File: config.mk
export PLATFORM = sky130hd
export DESIGN_NAME = power_mode_controller
export DESIGN_NICKNAME = d
export VERILOG_FILES = /design/src/pkg/power_mode_pkg.sv /design/src/rtl/power_mode_controller.sv
export SDC_FILE = /design/constraint.sdc
export NUM_CORES = 1
export LEC_CHECK = 0
export ABC_CLOCK_PERIOD_IN_PS = 5700
export CAP_MARGIN = 15
export CORE_UTILIZATION = 57
export CTS_CLUSTER_DIAMETER = 150
export DETAILED_ROUTE_END_ITERATION = 12
export DONT_BUFFER_PORTS = 1
export GPL_ROUTABILITY_DRIVEN = 0
export MAX_ROUTING_LAYER = met4
export PLACE_DENSITY = 0.72
export SYNTH_ARGS = -nofsm -noshare
export SYNTH_HDL_FRONTEND = slang
export SYNTH_SLANG_ARGS = --single-unit
export TNS_END_PERCENT = 50
File: constraint.sdc
create_clock -name clk -period 5.7 [get_ports clk]
set_clock_uncertainty 0.15 [all_clocks]
set_input_delay 0.855 -clock clk [delete_from_list [all_inputs] [get_ports clk]]
set_output_delay 0.855 -clock clk [all_outputs]
set_load 0.005 [all_outputs]
File: src/pkg/power_mode_pkg.sv
// Purpose: Shared constants and types for the power-mode controller.
// Assumes: 40 MHz system clock; register port with one-cycle read latency.
// Notes: Offsets are word addresses on the plain register port.
package power_mode_pkg;

    localparam int unsigned CLK_MHZ = 40;
    localparam int unsigned WAKE_IDLE_US = 14;
    localparam int unsigned WAKE_STBY_US = 151;
    localparam int unsigned WAKE_SHUT_US = 1015;
    localparam int unsigned WAKE_IDLE_CYC = WAKE_IDLE_US * CLK_MHZ;
    localparam int unsigned WAKE_STBY_CYC = WAKE_STBY_US * CLK_MHZ;
    localparam int unsigned WAKE_SHUT_CYC = WAKE_SHUT_US * CLK_MHZ;

    localparam int unsigned RAM_BLOCKS = 4;
    localparam int unsigned RAM_SMALL_KB = 4;
    localparam int unsigned RAM_LARGE_KB = 6;
    localparam int unsigned CACHE_KB = 8;
    localparam int unsigned FAST_XTAL_MHZ = 24;
    localparam int unsigned FAST_PLL_MHZ = 48;

    localparam logic [3:0] ADDR_CTRL = 4'h0;
    localparam logic [3:0] ADDR_MODE_REQ = 4'h1;
    localparam logic [3:0] ADDR_STATUS = 4'h2;
    localparam logic [3:0] ADDR_RST_CAUSE = 4'h3;
    localparam logic [3:0] ADDR_IRQ_STAT = 4'h4;
    localparam logic [3:0] ADDR_IRQ_MASK = 4'h5;
    localparam logic [3:0] ADDR_WAKE_PINS = 4'h6;

    // CTRL fields
    localparam int unsigned CTRL_RET_LSB = 0;
    localparam int unsigned CTRL_CACHE_DIS = 4;
    localparam int unsigned CTRL_FAST_RC = 5;
    localparam int unsigned CTRL_SLOW_XTAL = 6;
    localparam int unsigned CTRL_CLKOUT = 7;
    localparam logic [7:0] CTRL_RESET = 8'h0F;

    // Mode request codes
    localparam logic [1:0] REQ_IDLE = 2'h1;
    localparam logic [1:0] REQ_STANDBY = 2'h2;
    localparam logic [1:0] REQ_SHUTDOWN = 2'h3;

    // Reset cause codes
    localparam logic [1:0] CAUSE_POR = 2'h0;
    localparam logic [1:0] CAUSE_PIN = 2'h1;
    localparam logic [1:0] CAUSE_WAKE = 2'h2;

    // Interrupt status bits
    localparam int unsigned IRQ_W = 4;
    localparam int unsigned IRQ_WOKE = 0;
    localparam int unsigned IRQ_BROWNOUT = 1;
    localparam int unsigned IRQ_PINWAKE = 2;
    localparam int unsigned IRQ_REQDONE = 3;

    typedef enum logic [6:0] {
        ST_HELD = 7'b0000001,
        ST_ACTIVE = 7'b0000010,
        ST_IDLE = 7'b0000100,
        ST_STANDBY = 7'b0001000,
        ST_SHUTDOWN = 7'b0010000,
        ST_WAKING = 7'b0100000,
        ST_LOCKED = 7'b1000000
    } mode_e;

    typedef struct packed {
        logic cpuClkEn;
        logic memClkEn;
        logic periphClkEn;
        logic flashPwr;
        logic sramPwr;
        logic alwaysOnPwr;
        logic sensorPwr;
        logic ioLatch;
    } power_ctl_s;

    typedef struct packed {
        logic fastClkEn;
        logic fastSelRc;
        logic fastDoubler;
        logic slowSelRc;
        logic slowClkOut;
    } clock_ctl_s;

endpackage

File: src/rtl/power_mode_controller.sv
// Purpose: Sequences power modes, wake sources, reset cause and clock selection.
// Assumes: All inputs synchronous to clk; registers reached over a plain port.
// Notes: Analog domains are modelled by enable outputs only.
// Functional notes
// RULE1: Active mode clocks processor, powers flash and SRAM, clocks enabled peripherals.
// RULE2: Idle stops processor and memory clocks; any interrupt returns to active.
// RULE3: Wake latency is 14 us idle, 151 us standby, 1015 us shutdown or held.
// RULE4: Standby powers only always-on domain; wake by pin, timer or sensor event. The code also keeps sramPwr and sensorPwr on in standby.
// RULE5: Standby wake resumes execution in place; retained peripherals keep configuration.
// RULE6: All I/O pins stay latched during standby.
// RULE7: Shutdown removes all power except I/O latches; flash persists.
// RULE8: A wake-pin change in shutdown wakes the device as a reset.
// RULE9: Reset cause register distinguishes pin-wake, reset-pin and power-on resets.
// RULE10: Each of four SRAM blocks has its own standby retention enable.
// RULE11: With flash cache disabled the cache memory serves as ordinary RAM.
// RULE12: In standby the brown-out detector runs only during recharge periods.
// RULE13: Brown-out seen after standby locks the device until a reset.
// RULE14: The 24 MHz crystal reference is doubled to 48 MHz.
// RULE15: Slow RC oscillator is the slow reference unless the slow crystal is used.
// RULE16: Fast RC oscillator may replace the crystal clock for the processor.
// RULE17: The slow clock can be routed to an I/O pin.
// RULE18: Low-power modes only on software request; held while reset pin asserted.
//
// The register addresses and the strobed register port were decided locally.
`timescale 1ns/1ps
`default_nettype none
module power_mode_controller
    import power_mode_pkg::*;
#(
    parameter int unsigned PIN_W = 16,
    parameter int unsigned IDLE_CYC = WAKE_IDLE_CYC,
    parameter int unsigned STBY_CYC = WAKE_STBY_CYC,
    parameter int unsigned SHUT_CYC = WAKE_SHUT_CYC
)(
    input wire logic clk, // System clock
    input wire logic rst_n, // Asynchronous power-on reset
    input wire logic clkEn, // Freezes all state when low
    input wire logic [3:0] regAddr, // Register word address
    input wire logic [7:0] regWdata, // Register write data
    input wire logic regWr, // Write strobe
    input wire logic regRd, // Read strobe
    output logic [7:0] regRdata, // Read data, cycle after strobe
    input wire logic resetPin_n, // External reset pin, low holds device
    input wire logic [PIN_W-1:0] pinIn, // I/O pin levels
    input wire logic irqEvent, // Any processor interrupt
    input wire logic timerEvent, // Always-on timer event
    input wire logic sensorEvent, // Sensor processor event
    input wire logic rechargePeriod, // Supply recharge window in standby
    input wire logic brownout, // Brown-out detector output
    input wire logic slowClk, // Selected slow clock level
    output power_ctl_s powerCtl, // Domain power and clock enables
    output clock_ctl_s clockCtl, // Clock source selection
    output logic [RAM_BLOCKS-1:0] ramRetain, // SRAM block retention
    output logic cacheAsRam, // Cache usable as RAM
    output logic brownoutEn, // Brown-out detector enable
    output logic clkOutPin, // Slow clock routed to pin
    output logic irq // Interrupt, level
);

    localparam int unsigned CNT_W = $clog2(SHUT_CYC + 1);

    mode_e mode_q;
    logic [CNT_W-1:0] wakeCnt_q;
    logic [7:0] ctrl_q;
    logic [1:0] cause_q;
    logic [IRQ_W-1:0] irqStat_q;
    logic [IRQ_W-1:0] irqMask_q;
    logic [PIN_W-1:0] wakePins_q;
    logic [PIN_W-1:0] pinLatch_q;
    logic stbyBrown_q;
    logic reqDone;
    logic pinWake;
    logic stbyWake;
    logic wr;
    logic [IRQ_W-1:0] irqSet;

    assign wr = regWr && clkEn;
    assign pinWake = |((pinIn ^ pinLatch_q) & wakePins_q); // RULE8
    assign stbyWake = pinWake || timerEvent || sensorEvent || !resetPin_n; // RULE4

    // Mode sequencer
    always_ff @(posedge clk or negedge rst_n)
    begin
        if (!rst_n)
        begin
            mode_q <= ST_HELD;
            wakeCnt_q <= '0;
        end
        else if (clkEn)
        begin
            if (!resetPin_n && mode_q != ST_SHUTDOWN && mode_q != ST_STANDBY)
            begin
                mode_q <= ST_HELD; // RULE18
                wakeCnt_q <= CNT_W'(SHUT_CYC - 1); // RULE3
            end
            else
            begin
                unique case (mode_q)
                    ST_HELD:
                    begin
                        mode_q <= ST_WAKING;
                        wakeCnt_q <= CNT_W'(SHUT_CYC - 1); // RULE3
                    end
                    ST_ACTIVE:
                    begin
                        if (wr && regAddr == ADDR_MODE_REQ)
                        begin
                            unique case (regWdata[1:0]) // RULE18
                                REQ_IDLE: mode_q <= ST_IDLE;
                                REQ_STANDBY: mode_q <= ST_STANDBY;
                                REQ_SHUTDOWN: mode_q <= ST_SHUTDOWN;
                                default: mode_q <= ST_ACTIVE;
                            endcase
                        end
                    end
                    ST_IDLE:
                    begin
                        if (irqEvent) // RULE2
                        begin
                            mode_q <= ST_WAKING;
                            wakeCnt_q <= CNT_W'(IDLE_CYC - 1); // RULE3
                        end
                    end
                    ST_STANDBY:
                    begin
                        if (stbyWake)
                        begin
                            mode_q <= ST_WAKING;
                            wakeCnt_q <= CNT_W'(STBY_CYC - 1); // RULE3
                        end
                    end
                    ST_SHUTDOWN:
                    begin
                        if (pinWake || !resetPin_n) // RULE8
                        begin
                            mode_q <= ST_HELD;
                        end
                    end
                    ST_WAKING:
                    begin
                        if (wakeCnt_q != '0)
                            wakeCnt_q <= wakeCnt_q - 1'b1;
                        else if (stbyBrown_q)
                            mode_q <= ST_LOCKED; // RULE13
                        else
                            mode_q <= ST_ACTIVE; // RULE5
                    end
                    ST_LOCKED:
                    begin
                        mode_q <= ST_LOCKED; // RULE13
                    end
                endcase
            end
        end
    end

    // Brown-out seen during standby recharge windows
    always_ff @(posedge clk or negedge rst_n)
    begin
        if (!rst_n)
            stbyBrown_q <= 1'b0;
        else if (clkEn)
        begin
            if (mode_q == ST_HELD)
                stbyBrown_q <= 1'b0;
            else if (mode_q == ST_STANDBY && rechargePeriod && brownout)
                stbyBrown_q <= 1'b1; // RULE13
        end
    end

    // Reset cause
    always_ff @(posedge clk or negedge rst_n)
    begin
        if (!rst_n)
            cause_q <= CAUSE_POR; // RULE9
        else if (clkEn)
        begin
            if (mode_q == ST_SHUTDOWN && pinWake && resetPin_n)
                cause_q <= CAUSE_WAKE; // RULE9
            else if (!resetPin_n && mode_q != ST_STANDBY)
                cause_q <= CAUSE_PIN; // RULE9
        end
    end

    // I/O latch follows pins every cycle in active mode and holds them in all other modes
    always_ff @(posedge clk or negedge rst_n)
    begin
        if (!rst_n)
            pinLatch_q <= '0;
        else if (clkEn && mode_q == ST_ACTIVE)
            pinLatch_q <= pinIn; // RULE6 RULE7
    end

    // Software registers
    always_ff @(posedge clk or negedge rst_n)
    begin
        if (!rst_n)
        begin
            ctrl_q <= CTRL_RESET;
            irqMask_q <= '0;
            wakePins_q <= '0;
        end
        else if (wr)
        begin
            if (regAddr == ADDR_CTRL)
                ctrl_q <= regWdata; // RULE10
            if (regAddr == ADDR_IRQ_MASK)
                irqMask_q <= regWdata[IRQ_W-1:0];
            if (regAddr == ADDR_WAKE_PINS)
                wakePins_q <= PIN_W'(regWdata);
        end
    end

    assign reqDone = mode_q == ST_WAKING && wakeCnt_q == '0;
    always_comb
    begin
        irqSet = '0;
        irqSet[IRQ_WOKE] = reqDone && !stbyBrown_q;
        irqSet[IRQ_BROWNOUT] = mode_q == ST_STANDBY && rechargePeriod && brownout;
        irqSet[IRQ_PINWAKE] = mode_q == ST_STANDBY && pinWake;
        irqSet[IRQ_REQDONE] = mode_q == ST_ACTIVE && wr && regAddr == ADDR_MODE_REQ;
    end

    // Sticky status, set wins over write-one-to-clear
    always_ff @(posedge clk or negedge rst_n)
    begin
        if (!rst_n)
            irqStat_q <= '0;
        else if (clkEn)
        begin
            if (wr && regAddr == ADDR_IRQ_STAT)
                irqStat_q <= (irqStat_q & ~regWdata[IRQ_W-1:0]) | irqSet;
            else
                irqStat_q <= irqStat_q | irqSet;
        end
    end

    always_ff @(posedge clk or negedge rst_n)
    begin
        if (!rst_n)
            irq <= 1'b0;
        else if (clkEn)
            irq <= |(irqStat_q & irqMask_q);
    end

    // Read port
    always_ff @(posedge clk or negedge rst_n)
    begin
        if (!rst_n)
            regRdata <= '0;
        else if (clkEn)
        begin
            regRdata <= '0;
            if (regRd)
            begin
                unique case (regAddr)
                    ADDR_CTRL: regRdata <= ctrl_q;
                    ADDR_STATUS: regRdata <= {1'b0, mode_q};
                    ADDR_RST_CAUSE: regRdata <= {6'h00, cause_q};
                    ADDR_IRQ_STAT: regRdata <= 8'(irqStat_q);
                    ADDR_IRQ_MASK: regRdata <= 8'(irqMask_q);
                    ADDR_WAKE_PINS: regRdata <= wakePins_q[7:0];
                    default: regRdata <= '0;
                endcase
            end
        end
    end

    // Domain power and clocks
    always_ff @(posedge clk or negedge rst_n)
    begin
        if (!rst_n)
        begin
            powerCtl <= '0;
            ramRetain <= '0;
            brownoutEn <= 1'b0;
        end
        else if (clkEn)
        begin
            powerCtl.cpuClkEn <= mode_q == ST_ACTIVE; // RULE1
            powerCtl.memClkEn <= mode_q == ST_ACTIVE; // RULE2
            powerCtl.periphClkEn <= mode_q inside {ST_ACTIVE, ST_IDLE}; // RULE1 RULE2
            powerCtl.flashPwr <= mode_q inside {ST_ACTIVE, ST_IDLE, ST_WAKING};
            powerCtl.sramPwr <= mode_q inside {ST_ACTIVE, ST_IDLE, ST_STANDBY, ST_WAKING};
            powerCtl.alwaysOnPwr <= !(mode_q inside {ST_SHUTDOWN, ST_HELD}); // RULE4 RULE7
            powerCtl.sensorPwr <= !(mode_q inside {ST_SHUTDOWN, ST_HELD}); // RULE7
            powerCtl.ioLatch <= mode_q inside {ST_STANDBY, ST_SHUTDOWN}; // RULE6 RULE7
            ramRetain <= (mode_q == ST_STANDBY) ? ctrl_q[CTRL_RET_LSB +: RAM_BLOCKS]
                                                 : '0; // RULE10
            brownoutEn <= (mode_q == ST_STANDBY) ? rechargePeriod
                                                 : mode_q inside {ST_ACTIVE, ST_IDLE}; // RULE12
        end
    end

    // Clock selection
    always_ff @(posedge clk or negedge rst_n)
    begin
        if (!rst_n)
        begin
            clockCtl <= '0;
            cacheAsRam <= 1'b0;
            clkOutPin <= 1'b0;
        end
        else if (clkEn)
        begin
            clockCtl.fastClkEn <= mode_q inside {ST_ACTIVE, ST_IDLE, ST_WAKING};
            clockCtl.fastSelRc <= ctrl_q[CTRL_FAST_RC]; // RULE16
            clockCtl.fastDoubler <= !ctrl_q[CTRL_FAST_RC]; // RULE14
            clockCtl.slowSelRc <= !ctrl_q[CTRL_SLOW_XTAL]; // RULE15
            clockCtl.slowClkOut <= ctrl_q[CTRL_CLKOUT]; // RULE17
            cacheAsRam <= ctrl_q[CTRL_CACHE_DIS]; // RULE11
            clkOutPin <= ctrl_q[CTRL_CLKOUT] && slowClk
                         && !(mode_q inside {ST_SHUTDOWN, ST_HELD}); // RULE17
        end
    end

endmodule
`default_nettype wire

==> results.cfg <==
[finish]
synthToLayoutAreaGrowth_pct = 4.98
nets = 482
drive_gt1_frac = 0.146
diodes = 0
final_cells = 544

[synth]
synth-main-ff-cell = dfrtp_1
ys_seq_elements = 84
async_reset_ff_frac = 1.00
synth_edf_count = 0
avgSynthCellArea_um2 = 9.88
yosysWarnings = 0
synth_cell_type_count = 60
synthCells = 453
syn_nets = 495
yosysSeqAreaShare = 0.471
syn-cell-area_mm2 = 0.00447

[die]
core_mm2 = 0.00741
initial_utilization = 0.604
die_y_um = 90.6
die-area_mm2 = 0.00821
core.rowCount = 31
dieWidth_um = 90.6
pin_count = 69

[detailed_routing]
wl_met2_mm = 4.74
drt_iter0_drc = 444
wl_met3_um = 846
m1WireLength_mm = 5.08
num_vias = 3538
viasPerCell = 6.50
top_layer_used = met4
drc = 0
drt-wirelength-per-cell_um = 19.9
first_pass_iters = 5
wl_mm = 10.8
ant_nets = 0

[worst_setup_path]
cp.required_ns = 5.83
setup.worst_path.end_class = flop
r2r-end = wakeCnt_q[3]
crit_path_end = wakeCnt_q[3]
cp_max_fo = 12
setup.worst_path.start_class = flop
critical_path_arrival_ns = 2.75
crit_path_start = mode_q[2]
reg2reg_from = mode_q[2]
r2r_slack_ns = 3.07
reg2reg_depth = 6
path_class = reg -> reg

[global_routing]
grt_overflow = 0
antenna_found_initial = 0
grt_pass1_wl_mm = 18.0
grt_pass1_vias = 3407
grt_max_degree = 85
grt_use_total = 0.291

[sta]
finalSetupViolCount = 0
fmax_mhz = 380
slew_headroom = 0.518
period_share = 0.461
slew_violations = 0
fin_tns_setup_ns = 0
rsz0062_at_grt = false
finalHoldViolations = 0
tightestPinTransition_ns = 0.720
min_period_ns = 2.63

[clock_tree]
htree_num_levels = 3
cts_buffers = 9
cts_tree = built
clock_path_buffers = 2
postCtsHoldBufs = 0
cts_resized = 0
clk_latency_ns = 0.37
path_clk_slew_ns = 0.09
clock_sinks = 84
ctsRootBufferMaster = clkbuf_8
post_cts_buffers = 0

[placement]
dp_cells = 528
post-dp-hpwl_mm = 7.71
port_buffers = 0

[hold_path]
hold_path.class = in -> async

[job]
maxCapViolations = 0

[pwr]
p_leak_uw = 0.00196
p_per_area_mw_per_mm2 = 333
vdd_ir_drop_max_mv = 0.341

[status]
status = finished clean
[how the worst min path moves through the flow]
stage                             from           end  depth (start not counted)
after detailed placement  wakeCnt_q[6]  wakeCnt_q[6]                          2
after CTS                        rst_n   regRdata[7]                          0
final                            rst_n   regRdata[7]                          0
after floorplan              ctrl_q[6]   clockCtl[1]                          1
after global placement    irqStat_q[0]  irqStat_q[0]                          2
after global routing             rst_n   regRdata[7]                          0
[layer usage]
layer	track usage	vias up
met4	0.0941	0
met5	-	-
li1	-	1637
met2	0.399	161
met3	0.0657	15
met1	0.427	1725
[worst max-delay path, stage by stage (launching register included)]
cell     delay, ns
dfrtp_1       0.52
nor3_4        0.39
and4b_1       0.50
o21ai_2       0.10
nand2_1       0.37
nand2_1       0.22
o31ai_1       0.29
[cells in the final DEF (no fill, tap or decap), types with 5 or more instances in the layout]
master,count
o31ai_1,9
a31oi_1,17
nor2_1,43
a21oi_1,16
nor3_1,15
dfrtp_1,79
o21ai_0,23
nand3_1,14
mux2i_1,8
a22oi_1,13
inv_1,20
o22ai_1,10
dfstp_2,5
xor2_1,8
clkbuf_8,10
nand4_1,9
mux2_2,32
nand2b_1,6
nand2_1,35
or3_1,5
[final cells by class]
class	count	area [µm²]
fillers	598	2710
inverters	20	75.1
clock inverters	5	83.8
clock buffers	11	141
well taps	99	124
multi-input cells	324	2160
repair buffers	1	7.51
flip-flops and latches	84	2110
[power by group]
group / internal (µW) / switching [µW]
combinational: 131 / 171
clock: 261 / 226
sequential: 693 / 84.5
[logic make-up after synthesis]
kind of cell | synth area share
buffers and inverters | 0.0467
flip-flops | 0.471
XOR/XNOR | 0.0157
multiplexers | 0.101
AO/OA/AOI/OAI | 0.180
AND/OR/NAND/NOR | 0.180
adder cells (fa/ha/maj) | 0.00559
[stage by stage]
step | util | hold slack (ns) | area (µm²) | setup slack (ns) | power (µW)
after global routing | 0.634 | 0.00545 | 4700 | 2.85 | 1630
after global placement | 0.604 | 0.336 | 4470 | 2.84 | 1070
after detailed placement | 0.604 | 0.346 | 4470 | 2.82 | 1080
final | 0.634 | 0.0267 | 4700 | 3.07 | 1570
after floorplan | - | 0.293 | 4470 | 3.19 | 1020
after CTS | 0.634 | 0.0122 | 4700 | 3.11 | 1570
[synthesized netlist by cell type (2+ instances only)]
master | count | area share
nand4_1 | 9 | 0.013
mux2_2 | 32 | 0.081
nand4b_1 | 3 | 0.0059
nor2b_1 | 2 | 0.0028
dfstp_2 | 5 | 0.029
dfrtp_1 | 79 | 0.44
mux2i_1 | 8 | 0.018
nor3_1 | 15 | 0.017
nand2_1 | 35 | 0.029
buf_6 | 3 | 0.0075
nor2_1 | 43 | 0.036
and4b_1 | 2 | 0.0045
xor2_1 | 8 | 0.016
inv_1 | 20 | 0.017
a211oi_1 | 3 | 0.0050
nor4_1 | 2 | 0.0028
nand2b_1 | 6 | 0.0084
o41ai_1 | 3 | 0.0059
o21ai_1 | 4 | 0.0045
a31oi_1 | 17 | 0.024
and2_1 | 4 | 0.0056
o31ai_1 | 9 | 0.015
or3_1 | 5 | 0.0070
ha_1 | 2 | 0.0056
a22oi_1 | 13 | 0.022
and3_1 | 3 | 0.0042
buf_4 | 3 | 0.0050
clkbuf_1 | 14 | 0.012
nor3b_1 | 3 | 0.0050
buf_2 | 5 | 0.0056
o22ai_1 | 10 | 0.014
o21ai_0 | 23 | 0.026
nand3_1 | 14 | 0.016
a21oi_1 | 16 | 0.018
a22o_1 | 4 | 0.0078
nor3_4 | 2 | 0.0073
[sequential cells by signal, indices dropped and copies added, names as in the netlist, 2 cells and up]
register    flops
cause_q         2
clockCtl        4
ctrl_q          8
irqMask_q       4
irqStat_q       4
mode_q          7
pinLatch_q      8
powerCtl        6
ramRetain       4
regRdata        8
wakeCnt_q      16
wakePins_q      8
(Power assumes the default switching activity.)
